===== config.mk =====
export PLATFORM = sky130hd
export DESIGN_NAME = lp_device_flat
export DESIGN_NICKNAME = d
export VERILOG_FILES = /design/src/core/lp_pkg.sv /design/src/core/lp_link_if.sv /design/src/core/lp_device.sv /design/src/flat_wrapper.sv
export SDC_FILE = /design/constraint.sdc
export NUM_CORES = 1
export LEC_CHECK = 0
export BUFFER_PORTS_ARGS = -buffer_cell sky130_fd_sc_hd__buf_2
export CORE_UTILIZATION = 39
export DETAILED_ROUTE_END_ITERATION = 8
export PLACE_DENSITY_LB_ADDON = 0.08
export SLEW_MARGIN = 25
export SYNTH_ARGS = -nofsm -noshare
export SYNTH_HDL_FRONTEND = slang
export SYNTH_SLANG_ARGS = --single-unit

===== constraint.sdc =====
create_clock -name mclk -period 7.9 [get_ports mclk]
set_clock_uncertainty 0.15 [all_clocks]
set_input_delay 0.395 -clock mclk [delete_from_list [all_inputs] [get_ports mclk]]
set_output_delay 0.395 -clock mclk [all_outputs]
set_load 0.05 [all_outputs]

===== src/core/lp_pkg.sv =====
package lp_pkg;
  // ----------------------------------------
  // Timing
  // ----------------------------------------
  localparam int CLK_PERIOD_NS = 40;
  localparam int STEP_TIME_NS = 2720000;
  localparam int STEP_CYCLES = (STEP_TIME_NS + CLK_PERIOD_NS - 1) / CLK_PERIOD_NS;

  // ----------------------------------------
  // Command byte layout
  // ----------------------------------------
  localparam int CMD_SEL_BIT = 7;
  localparam int TYPE_HI = 6;
  localparam int TYPE_LO = 5;
  localparam int ADDR_HI = 4;
  localparam logic [1:0] TYPE_REPEAT = 2'h0;
  localparam logic [1:0] TYPE_AUTOINC = 2'h1;
  localparam logic [1:0] TYPE_RESERVED = 2'h2;
  localparam logic [1:0] TYPE_SPECIAL = 2'h3;
  localparam logic [4:0] SF_NONE = 5'h00;
  localparam logic [4:0] SF_CLR_PROX = 5'h05;
  localparam logic [4:0] SF_CLR_LIGHT = 5'h06;
  localparam logic [4:0] SF_CLR_BOTH = 5'h07;

  // ----------------------------------------
  // Device register map
  // ----------------------------------------
  localparam logic [4:0] REG_FUNCTION_ENABLE = 5'h00;
  localparam logic [4:0] REG_LIGHT_INTEG_TIME = 5'h01;
  localparam logic [4:0] REG_PROX_INTEG_TIME = 5'h02;
  localparam logic [4:0] REG_STATUS = 5'h13;
  localparam logic [4:0] REG_LIGHT_LO = 5'h14;
  localparam logic [4:0] REG_LIGHT_HI = 5'h15;
  localparam logic [4:0] REG_PROX_LO = 5'h18;
  localparam logic [4:0] REG_PROX_HI = 5'h19;
  localparam logic [7:0] ENABLE_RESET = 8'h00;
  localparam logic [7:0] INTEG_RESET = 8'hFF;
  localparam logic [7:0] ENABLE_WMASK = 8'h3F;
  localparam int EN_PROX_IRQ = 5;
  localparam int EN_LIGHT_IRQ = 4;
  localparam int EN_WAIT = 3;
  localparam int EN_PROX = 2;
  localparam int EN_LIGHT = 1;
  localparam int EN_OSC = 0;
  localparam logic [10:0] LIGHT_STEP_MAX = 11'h400;
  localparam logic [10:0] PROX_STEP_MAX = 11'h3FF;

  // ----------------------------------------
  // Host controller AXI4-Lite map
  // ----------------------------------------
  localparam logic [3:0] HOST_OP = 4'h0;
  localparam logic [3:0] HOST_STATUS = 4'h4;
  localparam logic [3:0] HOST_RDATA = 4'h8;
  localparam int OP_START_BIT = 10;
  localparam logic [1:0] OP_CMD = 2'h0;
  localparam logic [1:0] OP_WRITE = 2'h1;
  localparam logic [1:0] OP_READ = 2'h2;
  localparam logic [1:0] RESP_OKAY = 2'h0;
  localparam logic [1:0] RESP_SLVERR = 2'h2;
endpackage


===== src/core/lp_link_if.sv =====
`timescale 1ns/10ps
interface lp_link_if;
  logic start;
  logic wr_stb;
  logic [7:0] wr_byte;
  logic rd_stb;
  logic rd_ack;
  logic [7:0] rd_byte;
  logic irq;
  modport dev (input start, input wr_stb, input wr_byte, input rd_stb,
    output rd_ack, output rd_byte, output irq);
  modport host (output start, output wr_stb, output wr_byte, output rd_stb,
    input rd_ack, input rd_byte, input irq);
endinterface


===== src/core/lp_device.sv =====
// Decided for this implementation: the AXI4-Lite slave port.
`timescale 1ns/10ps
// Overview of operation
// [RULE1] Host marks command bytes with bit 7
// [RULE2] Bits 6:5 pick transaction type
// [RULE3] Repeated-byte keeps the same register
// [RULE4] Auto-increment advances pointer per data byte
// [RULE5] Bits 4:0 latch as register pointer
// [RULE6] Special codes clear proximity/light interrupts
// [RULE7] Interrupt clear releases by itself
// [RULE8] Host writes enable bits 7:6 zero
// [RULE9] Proximity interrupt only when its mask set
// [RULE10] Light interrupt only when its mask set
// [RULE11] Wait bit enables the wait timer
// [RULE12] Proximity bit enables proximity function
// [RULE13] Light bit enables light converter
// [RULE14] Power bit runs the internal oscillator
// [RULE15] One step hold-off after power on
// [RULE16] Light steps equal 256 minus setting
// [RULE17] Proximity steps same; 1023 per step
// [RULE18] Host should program one proximity step
// [RULE19] Light 1024 per step, saturates 65535
// [RULE20] Read without command uses stored pointer
// [RULE21] Interrupt stays until matching clear
module lp_device #(
  parameter int STEP_CYC = lp_pkg::STEP_CYCLES
) (
  input wire logic mclk,
  input wire logic rst,
  lp_link_if.dev link,
  input wire logic light_pulse,
  input wire logic prox_pulse,
  output logic osc_run,
  output logic light_adc_run,
  output logic prox_run,
  output logic wait_run
);
  typedef enum logic [2:0] {st_sleep, st_warm, st_prox, st_wait, st_light} meas_e;

  // ----------------------------------------
  // Registers
  // ----------------------------------------
  logic [7:0] enable_ff, light_time_ff, prox_time_ff;
  logic [4:0] ptr_ff;
  logic [1:0] type_ff;
  logic first_ff;
  logic [7:0] rd_byte_ff;
  logic rd_ack_ff;
  logic prox_int_ff, light_int_ff;
  logic [15:0] light_data_ff, prox_data_ff, light_acc_ff, prox_acc_ff;
  logic [10:0] step_hits_ff;
  logic [31:0] tick_cnt_ff;
  logic [8:0] steps_left_ff;
  meas_e state_ff;
  logic [2:0] lsync_ff, psync_ff;

  // ----------------------------------------
  // Link decode
  // ----------------------------------------
  wire is_cmd = link.wr_stb && first_ff && link.wr_byte[lp_pkg::CMD_SEL_BIT]; // see [RULE1]
  wire [1:0] cmd_type = link.wr_byte[lp_pkg::TYPE_HI:lp_pkg::TYPE_LO]; // see [RULE2]
  wire [4:0] cmd_addr = link.wr_byte[lp_pkg::ADDR_HI:0];
  wire is_special = is_cmd && cmd_type == lp_pkg::TYPE_SPECIAL;
  wire data_wr = link.wr_stb && !is_cmd;
  wire data_acc = data_wr || link.rd_stb;
  // Pulses last one cycle only, so the clear never needs a release write
  wire clr_prox = is_special && (cmd_addr == lp_pkg::SF_CLR_PROX ||
    cmd_addr == lp_pkg::SF_CLR_BOTH); // see [RULE6] [RULE7]
  wire clr_light = is_special && (cmd_addr == lp_pkg::SF_CLR_LIGHT ||
    cmd_addr == lp_pkg::SF_CLR_BOTH); // see [RULE6] [RULE7]
  // Reserved type 2 is treated like repeated-byte: pointer left still
  wire adv_ptr = data_acc && type_ff == lp_pkg::TYPE_AUTOINC; // see [RULE3] [RULE4]
  wire [4:0] nxt_ptr = (is_cmd && !is_special) ? cmd_addr : // see [RULE5]
    adv_ptr ? ptr_ff + 5'h01 : ptr_ff; // see [RULE20]

  function automatic logic [7:0] read_mux(input logic [4:0] a, input logic [7:0] en,
      input logic [7:0] lt, input logic [7:0] pt, input logic [7:0] st,
      input logic [15:0] ld, input logic [15:0] pd);
    logic [7:0] r;
    r = 8'h00;
    case (a)
      lp_pkg::REG_FUNCTION_ENABLE: r = en;
      lp_pkg::REG_LIGHT_INTEG_TIME: r = lt;
      lp_pkg::REG_PROX_INTEG_TIME: r = pt;
      lp_pkg::REG_STATUS: r = st;
      lp_pkg::REG_LIGHT_LO: r = ld[7:0];
      lp_pkg::REG_LIGHT_HI: r = ld[15:8];
      lp_pkg::REG_PROX_LO: r = pd[7:0];
      lp_pkg::REG_PROX_HI: r = pd[15:8];
      default: r = 8'h00;
    endcase
    return r;
  endfunction

  wire [7:0] status_byte = {2'h0, prox_int_ff, light_int_ff, 1'b0, state_ff};
  wire [7:0] rd_val = read_mux(ptr_ff, enable_ff, light_time_ff, prox_time_ff,
    status_byte, light_data_ff, prox_data_ff); // see [RULE20]

  // ----------------------------------------
  // Link handling
  // ----------------------------------------
  always_ff @(posedge mclk or posedge rst) begin
    if (rst) begin
      ptr_ff <= 5'h00;
      type_ff <= lp_pkg::TYPE_REPEAT;
      first_ff <= 1'b0;
      rd_ack_ff <= 1'b0;
      rd_byte_ff <= 8'h00;
    end else begin
      ptr_ff <= nxt_ptr;
      if (is_cmd) begin
        type_ff <= cmd_type; // see [RULE2]
      end
      first_ff <= link.start ? 1'b1 : (link.wr_stb || link.rd_stb) ? 1'b0 : first_ff;
      rd_ack_ff <= link.rd_stb;
      if (link.rd_stb) begin
        rd_byte_ff <= rd_val;
      end
    end
  end

  wire wr_en = data_wr && ptr_ff == lp_pkg::REG_FUNCTION_ENABLE;
  always_ff @(posedge mclk or posedge rst) begin
    if (rst) begin
      enable_ff <= lp_pkg::ENABLE_RESET;
      light_time_ff <= lp_pkg::INTEG_RESET;
      prox_time_ff <= lp_pkg::INTEG_RESET;
    end else begin
      // Reserved bits kept zero whatever the host sends
      if (wr_en) begin
        enable_ff <= link.wr_byte & lp_pkg::ENABLE_WMASK; // see [RULE8]
      end
      if (data_wr && ptr_ff == lp_pkg::REG_LIGHT_INTEG_TIME) begin
        light_time_ff <= link.wr_byte;
      end
      if (data_wr && ptr_ff == lp_pkg::REG_PROX_INTEG_TIME) begin
        prox_time_ff <= link.wr_byte;
      end
    end
  end

  // ----------------------------------------
  // Photon pulse synchronisers
  // ----------------------------------------
  always_ff @(posedge mclk or posedge rst) begin
    if (rst) begin
      lsync_ff <= 3'h0;
      psync_ff <= 3'h0;
    end else begin
      lsync_ff <= {lsync_ff[1:0], light_pulse};
      psync_ff <= {psync_ff[1:0], prox_pulse};
    end
  end
  wire light_hit = lsync_ff[1] && !lsync_ff[2];
  wire prox_hit = psync_ff[1] && !psync_ff[2];

  // ----------------------------------------
  // Measurement sequencer
  // ----------------------------------------
  wire osc_on = enable_ff[lp_pkg::EN_OSC]; // see [RULE14]
  wire step_end = tick_cnt_ff == STEP_CYC - 1;
  wire phase_end = step_end && steps_left_ff == 9'h001;
  wire [8:0] light_steps = 9'h100 - {1'b0, light_time_ff}; // see [RULE16]
  wire [8:0] prox_steps = 9'h100 - {1'b0, prox_time_ff}; // see [RULE17]
  wire prox_on = enable_ff[lp_pkg::EN_PROX]; // see [RULE12]
  wire wait_on = enable_ff[lp_pkg::EN_WAIT]; // see [RULE11]
  wire light_on = enable_ff[lp_pkg::EN_LIGHT]; // see [RULE13]
  wire [10:0] step_cap = state_ff == st_light ? lp_pkg::LIGHT_STEP_MAX :
    lp_pkg::PROX_STEP_MAX;
  wire hit = (state_ff == st_light) ? light_hit : prox_hit;
  wire take_hit = hit && step_hits_ff < step_cap; // see [RULE17] [RULE19]
  wire end_prox = state_ff == st_prox && prox_on && phase_end;
  wire end_light = state_ff == st_light && phase_end;

  meas_e nxt_state;
  logic [8:0] nxt_steps;
  always_comb begin
    nxt_state = state_ff;
    nxt_steps = steps_left_ff;
    if (state_ff != st_sleep && step_end) begin
      nxt_steps = steps_left_ff - 9'h001;
    end
    unique case (state_ff)
      st_sleep: begin
        if (osc_on) begin
          nxt_state = st_warm;
          nxt_steps = 9'h001; // see [RULE15]
        end
      end
      st_warm, st_prox, st_wait, st_light: begin
        if (phase_end) begin
          if (state_ff == st_warm || state_ff == st_light) begin
            nxt_state = prox_on ? st_prox : wait_on ? st_wait : st_light;
          end else if (state_ff == st_prox) begin
            nxt_state = wait_on ? st_wait : st_light;
          end else begin
            nxt_state = st_light;
          end
          nxt_steps = nxt_state == st_prox ? prox_steps :
            nxt_state == st_light ? light_steps : 9'h001;
          if (nxt_state == st_light && !light_on) begin
            // Idle light phase still paces the loop
            nxt_steps = 9'h001;
          end
        end
      end
    endcase
    if (!osc_on) begin
      nxt_state = st_sleep; // see [RULE14]
    end
  end

  always_ff @(posedge mclk or posedge rst) begin
    if (rst) begin
      state_ff <= st_sleep;
      steps_left_ff <= 9'h000;
      tick_cnt_ff <= 32'h0;
    end else begin
      state_ff <= nxt_state;
      steps_left_ff <= nxt_steps;
      tick_cnt_ff <= (state_ff == st_sleep || step_end) ? 32'h0 : tick_cnt_ff + 32'h1;
    end
  end

  // ----------------------------------------
  // Accumulators and interrupts
  // ----------------------------------------
  wire in_meas = (state_ff == st_prox && prox_on) || (state_ff == st_light && light_on);
  wire [15:0] acc_cur = state_ff == st_light ? light_acc_ff : prox_acc_ff;
  wire [15:0] acc_nxt = (take_hit && acc_cur != 16'hFFFF) ? acc_cur + 16'h0001 :
    acc_cur; // see [RULE19]

  always_ff @(posedge mclk or posedge rst) begin
    if (rst) begin
      step_hits_ff <= 11'h000;
      light_acc_ff <= 16'h0000;
      prox_acc_ff <= 16'h0000;
      light_data_ff <= 16'h0000;
      prox_data_ff <= 16'h0000;
    end else begin
      step_hits_ff <= (step_end || !in_meas) ? 11'h000 :
        take_hit ? step_hits_ff + 11'h001 : step_hits_ff;
      if (state_ff == st_light && light_on) begin
        light_acc_ff <= phase_end ? 16'h0000 : acc_nxt;
      end
      if (state_ff == st_prox && prox_on) begin
        prox_acc_ff <= phase_end ? 16'h0000 : acc_nxt;
      end
      if (end_light && light_on) begin
        light_data_ff <= acc_nxt;
      end
      if (end_prox) begin
        prox_data_ff <= acc_nxt;
      end
    end
  end

  // Set beats clear in the same cycle so no event is lost
  wire set_prox = end_prox && enable_ff[lp_pkg::EN_PROX_IRQ]; // see [RULE9]
  wire set_light = end_light && light_on && enable_ff[lp_pkg::EN_LIGHT_IRQ]; // see [RULE10]
  always_ff @(posedge mclk or posedge rst) begin
    if (rst) begin
      prox_int_ff <= 1'b0;
      light_int_ff <= 1'b0;
    end else begin
      prox_int_ff <= set_prox || (prox_int_ff && !clr_prox); // see [RULE21]
      light_int_ff <= set_light || (light_int_ff && !clr_light); // see [RULE21]
    end
  end

  assign link.rd_ack = rd_ack_ff;
  assign link.rd_byte = rd_byte_ff;
  assign link.irq = prox_int_ff || light_int_ff;
  assign osc_run = osc_on;
  assign light_adc_run = state_ff == st_light && light_on;
  assign prox_run = state_ff == st_prox && prox_on; // see [RULE12]
  assign wait_run = state_ff == st_wait && wait_on; // see [RULE11]
endmodule


===== src/flat_wrapper.sv =====
// flat-port wrapper written by rule: the top's interface ports become plain ports
module lp_device_flat 
#(
  parameter int STEP_CYC = lp_pkg::STEP_CYCLES
)
  (mclk, rst, light_pulse, prox_pulse, osc_run, light_adc_run, prox_run, wait_run, link_start, link_wr_stb, link_wr_byte, link_rd_stb, link_rd_ack, link_rd_byte, link_irq);
  lp_link_if link_i ();
  input wire logic mclk;
  input wire logic rst;
  input wire logic light_pulse;
  input wire logic prox_pulse;
  output logic osc_run;
  output logic light_adc_run;
  output logic prox_run;
  output logic wait_run;
  input wire logic [$bits(link_i.start)-1:0] link_start;
  input wire logic [$bits(link_i.wr_stb)-1:0] link_wr_stb;
  input wire logic [$bits(link_i.wr_byte)-1:0] link_wr_byte;
  input wire logic [$bits(link_i.rd_stb)-1:0] link_rd_stb;
  output wire logic [$bits(link_i.rd_ack)-1:0] link_rd_ack;
  output wire logic [$bits(link_i.rd_byte)-1:0] link_rd_byte;
  output wire logic [$bits(link_i.irq)-1:0] link_irq;
  assign link_i.start = link_start;
  assign link_i.wr_stb = link_wr_stb;
  assign link_i.wr_byte = link_wr_byte;
  assign link_i.rd_stb = link_rd_stb;
  assign link_rd_ack = link_i.rd_ack;
  assign link_rd_byte = link_i.rd_byte;
  assign link_irq = link_i.irq;
  lp_device #(.STEP_CYC(STEP_CYC)) u_core (.mclk(mclk), .rst(rst), .link(link_i), .light_pulse(light_pulse), .prox_pulse(prox_pulse), .osc_run(osc_run), .light_adc_run(light_adc_run), .prox_run(prox_run), .wait_run(wait_run));
endmodule

==> flow_summary.toml <==
[status]
status = "completed"

[synth]
yosysMostFrequentCell = "dfrtp_1"
post-synth-top-area-fraction = 0.403
yosysTopAreaCell = "dfrtp_1"
ys.flop_type = "dfrtp_1"
syn_avg_cell_area_sq_um = 9.30
ys_seq_elements = 166
async_reset_ff_frac = 1.00
netlist_area_sq_um = 9320
synth_commonest_cells = "dfrtp_1, nand2_1, nor2_1, o21ai_0, xor2_1"
ys_seq_area_frac = 0.448
synth_edf_count = 0
netlist_top_cells_area = "dfrtp_1, nand2_1, xor2_1, dfstp_2, xnor2_1"
synth_fp_nets = 1038
synthCells = 1002
synth_warnings = 0
synth_cell_types = 65

[worst_setup_path]
slowest_stage = "or4_1"
critical_path.max_fanout = 34
crit_path_cell_trace = "or3b_1, buf_4, inv_1, buf_4, nand2_1, nand2_1, ha_1, nand2_1, nor4_1, o21ai_0, or4_1, a21o_1, or3_1, o21ai_0"
cpMostUsedCell = "nand2_1"
startpoint_type = "flip-flop"
slowest_delay_ns = 0.57
required_ns = 8.09
cp.arrival_ns = 4.65
critPathKind = "flip-flop to flip-flop"
crit_path_end_kind = "flip-flop"

[clock_network]
cts-root-buf = "clkbuf_16"
post-cts-setup-buffers = 0
numCtsBuffers = 17
cts_resized = 0
clk_pin_slew_ns = 0.07
clockBufferDepth = 2
clkSinkCount = 166
cts_max_level = 4
clkLatencyLatePin_ns = 0.43
cts_tree = "built"

[route]
routed_wl_mm = 25.3
num_vias = 7463
first_pass_iters = 5
drc = 0
via_per_inst = 5.54
dr.first_iter.drc_count = 531
wl_per_cell_um = 18.8
antenna_left = 0

[floorplanning]
start_util = 0.397
die_y_um = 157
row_count = 56
dieArea_sq_um = 24500
io_pins = 29
core_sq_um = 23500
die_w_um = 157

[placed_design]
gp_congestion = 0.841
place_hpwl_mm = 17.6
numPortBuffers = 28

[power]
power_w = 0.00233
p_per_area_nw_per_um2 = 225
p_leak_nw = 4.36
ir_drop_mv = 0.136

[sta]
fmax_mhz = 224
relSlewSlack = 0.326
hold_viol_final = 0
fin_crit_ns = 4.45
timing.final.crit_share = 0.564
worst_pin_slew_ns = 1.01
rsz0062_at_grt = "false"
report.final.slew_viol_count = 0
setup_tns_ns = 0
setup_violations = 0

[global_routing]
grt_pass1_wl_mm = 41.0
grt_overflow = 0
grt_max_degree = 70
grt_pass1_vias = 7211
antenna_found_initial = 0
grt_usage = 0.219

[min_path]
hold_path_class = "primary input to flip-flop"

[finish]
diodes = 0
finalNetCount = 1050
area_growth_pct = 11.2
drive_gt1_frac = 0.118

[flow_run]
drv_cap = 0
sequential cells by signal, summed over array words and instances (netlist names), 2 cells and up:
name / flops
u_core.tick_cnt_ff: 32
u_core.light_acc_ff: 16
u_core.light_data_ff: 16
u_core.prox_acc_ff: 16
u_core.prox_data_ff: 16
u_core.step_hits_ff: 11
u_core.steps_left_ff: 9
u_core.light_time_ff: 8
u_core.link.rd_byte: 8
u_core.prox_time_ff: 8
u_core.enable_ff: 6
u_core.ptr_ff: 5
u_core.lsync_ff: 3
u_core.psync_ff: 3
u_core.state_ff: 3
u_core.type_ff: 2
final cells by class:
type	count	area (sq um)
clock buffers	20	447
clock inverters	12	123
fillers	2334	13100
inverters	35	136
multi-input cells	752	4830
flip-flops and latches	166	4170
well taps	319	399
repair buffers	42	255
metrics by stage:
stage / cells / setup WS, ns / util / instance area, sq um / hold WS [ns]
2_1_floorplan: 1002 / 2.89 / - / 9320 / 0.181
3_3_place_gp: 1310 / 3.65 / 0.415 / 9750 / 0.181
3_5_place_dp: 1310 / 3.57 / 0.415 / 9750 / 0.185
4_1_cts: 1346 / 3.53 / 0.441 / 10400 / 0.0469
5_1_grt: 1346 / 3.13 / 0.442 / 10400 / 0.0585
6_report: 1346 / 3.45 / 0.442 / 10400 / 0.0634
final timing paths:
path                               startpoint  cells after the start                      end  slack, ns
hold reg to reg            u_core.lsync_ff[0]                      0       u_core.lsync_ff[1]       0.20
setup reg to reg           u_core.state_ff[2]                     14  u_core.light_acc_ff[14]       3.45
setup / recovery           u_core.state_ff[2]                     14  u_core.light_acc_ff[14]       3.45
hold / removal                    link_rd_stb                      1       u_core.link.rd_ack       0.06
min in group asynchronous                 rst                      3   u_core.tick_cnt_ff[26]       0.39
max in group asynchronous                 rst                      5   u_core.prox_data_ff[3]       5.31
worst max-delay path: cells and delay by family (launching register included):
kind | cells | cell delay, ns
simple gates | 7 | 2.03
fa+ha+maj | 1 | 0.25
compound gates | 3 | 0.57
buf+inv | 3 | 0.81
flops | 1 | 0.51
kinds of logic after synthesis:
group	synth area share
XOR/XNOR	0.0855
AO/OA/AOI/OAI	0.148
buffers and inverters	0.0352
AND/OR/NAND/NOR	0.209
adder cells (fa/ha/maj)	0.0282
multiplexers	0.0462
flip-flops	0.448
report_power, final:
part | internal [W] | leakage (nW) | switching, W
Combinational | 0.000198 | 1.89 | 0.000259
Sequential | 0.000937 | 2.20 | 0.000114
Clock | 0.000449 | 0.267 | 0.000374
Total | 0.00158 | 4.36 | 0.000747
cells in the final DEF, fill, tap and decap left out, types with 5 or more instances in the layout:
cell type	count
a21o_1	5
a21oi_1	30
a221oi_1	6
a22o_1	16
a22oi_1	25
and2_1	17
and3_1	17
and4_1	7
buf_2	28
buf_4	10
clkbuf_16	17
dfrtp_1	150
dfstp_2	16
ha_1	21
inv_1	34
mux2_2	24
mux2i_1	16
nand2_1	133
nand2b_1	7
nand3_1	29
nand4_1	27
nor2_1	75
nor3_1	19
nor3b_1	7
nor4_1	11
nor4b_1	7
o211ai_1	13
o21ai_0	64
o22ai_1	8
o31ai_1	6
or3_1	12
xnor2_1	40
xor2_1	51
per-layer routing:
metal	share of wire	routed length, um	track usage	up-vias
li1	-	-	-	3608
met1	0.50	12600	0.315	3668
met2	0.46	11600	0.343	163
met3	0.033	827	0.0363	24
met4	0.012	310	0.0523	0
met5	0	0	0	-
repair_timing:
item	CTS	global route
setup endpoints to repair	0	0
hold buffers	4	0
endpoints found under the hold margin	57	0
Note: power is estimated with default switching activity, not from simulation.
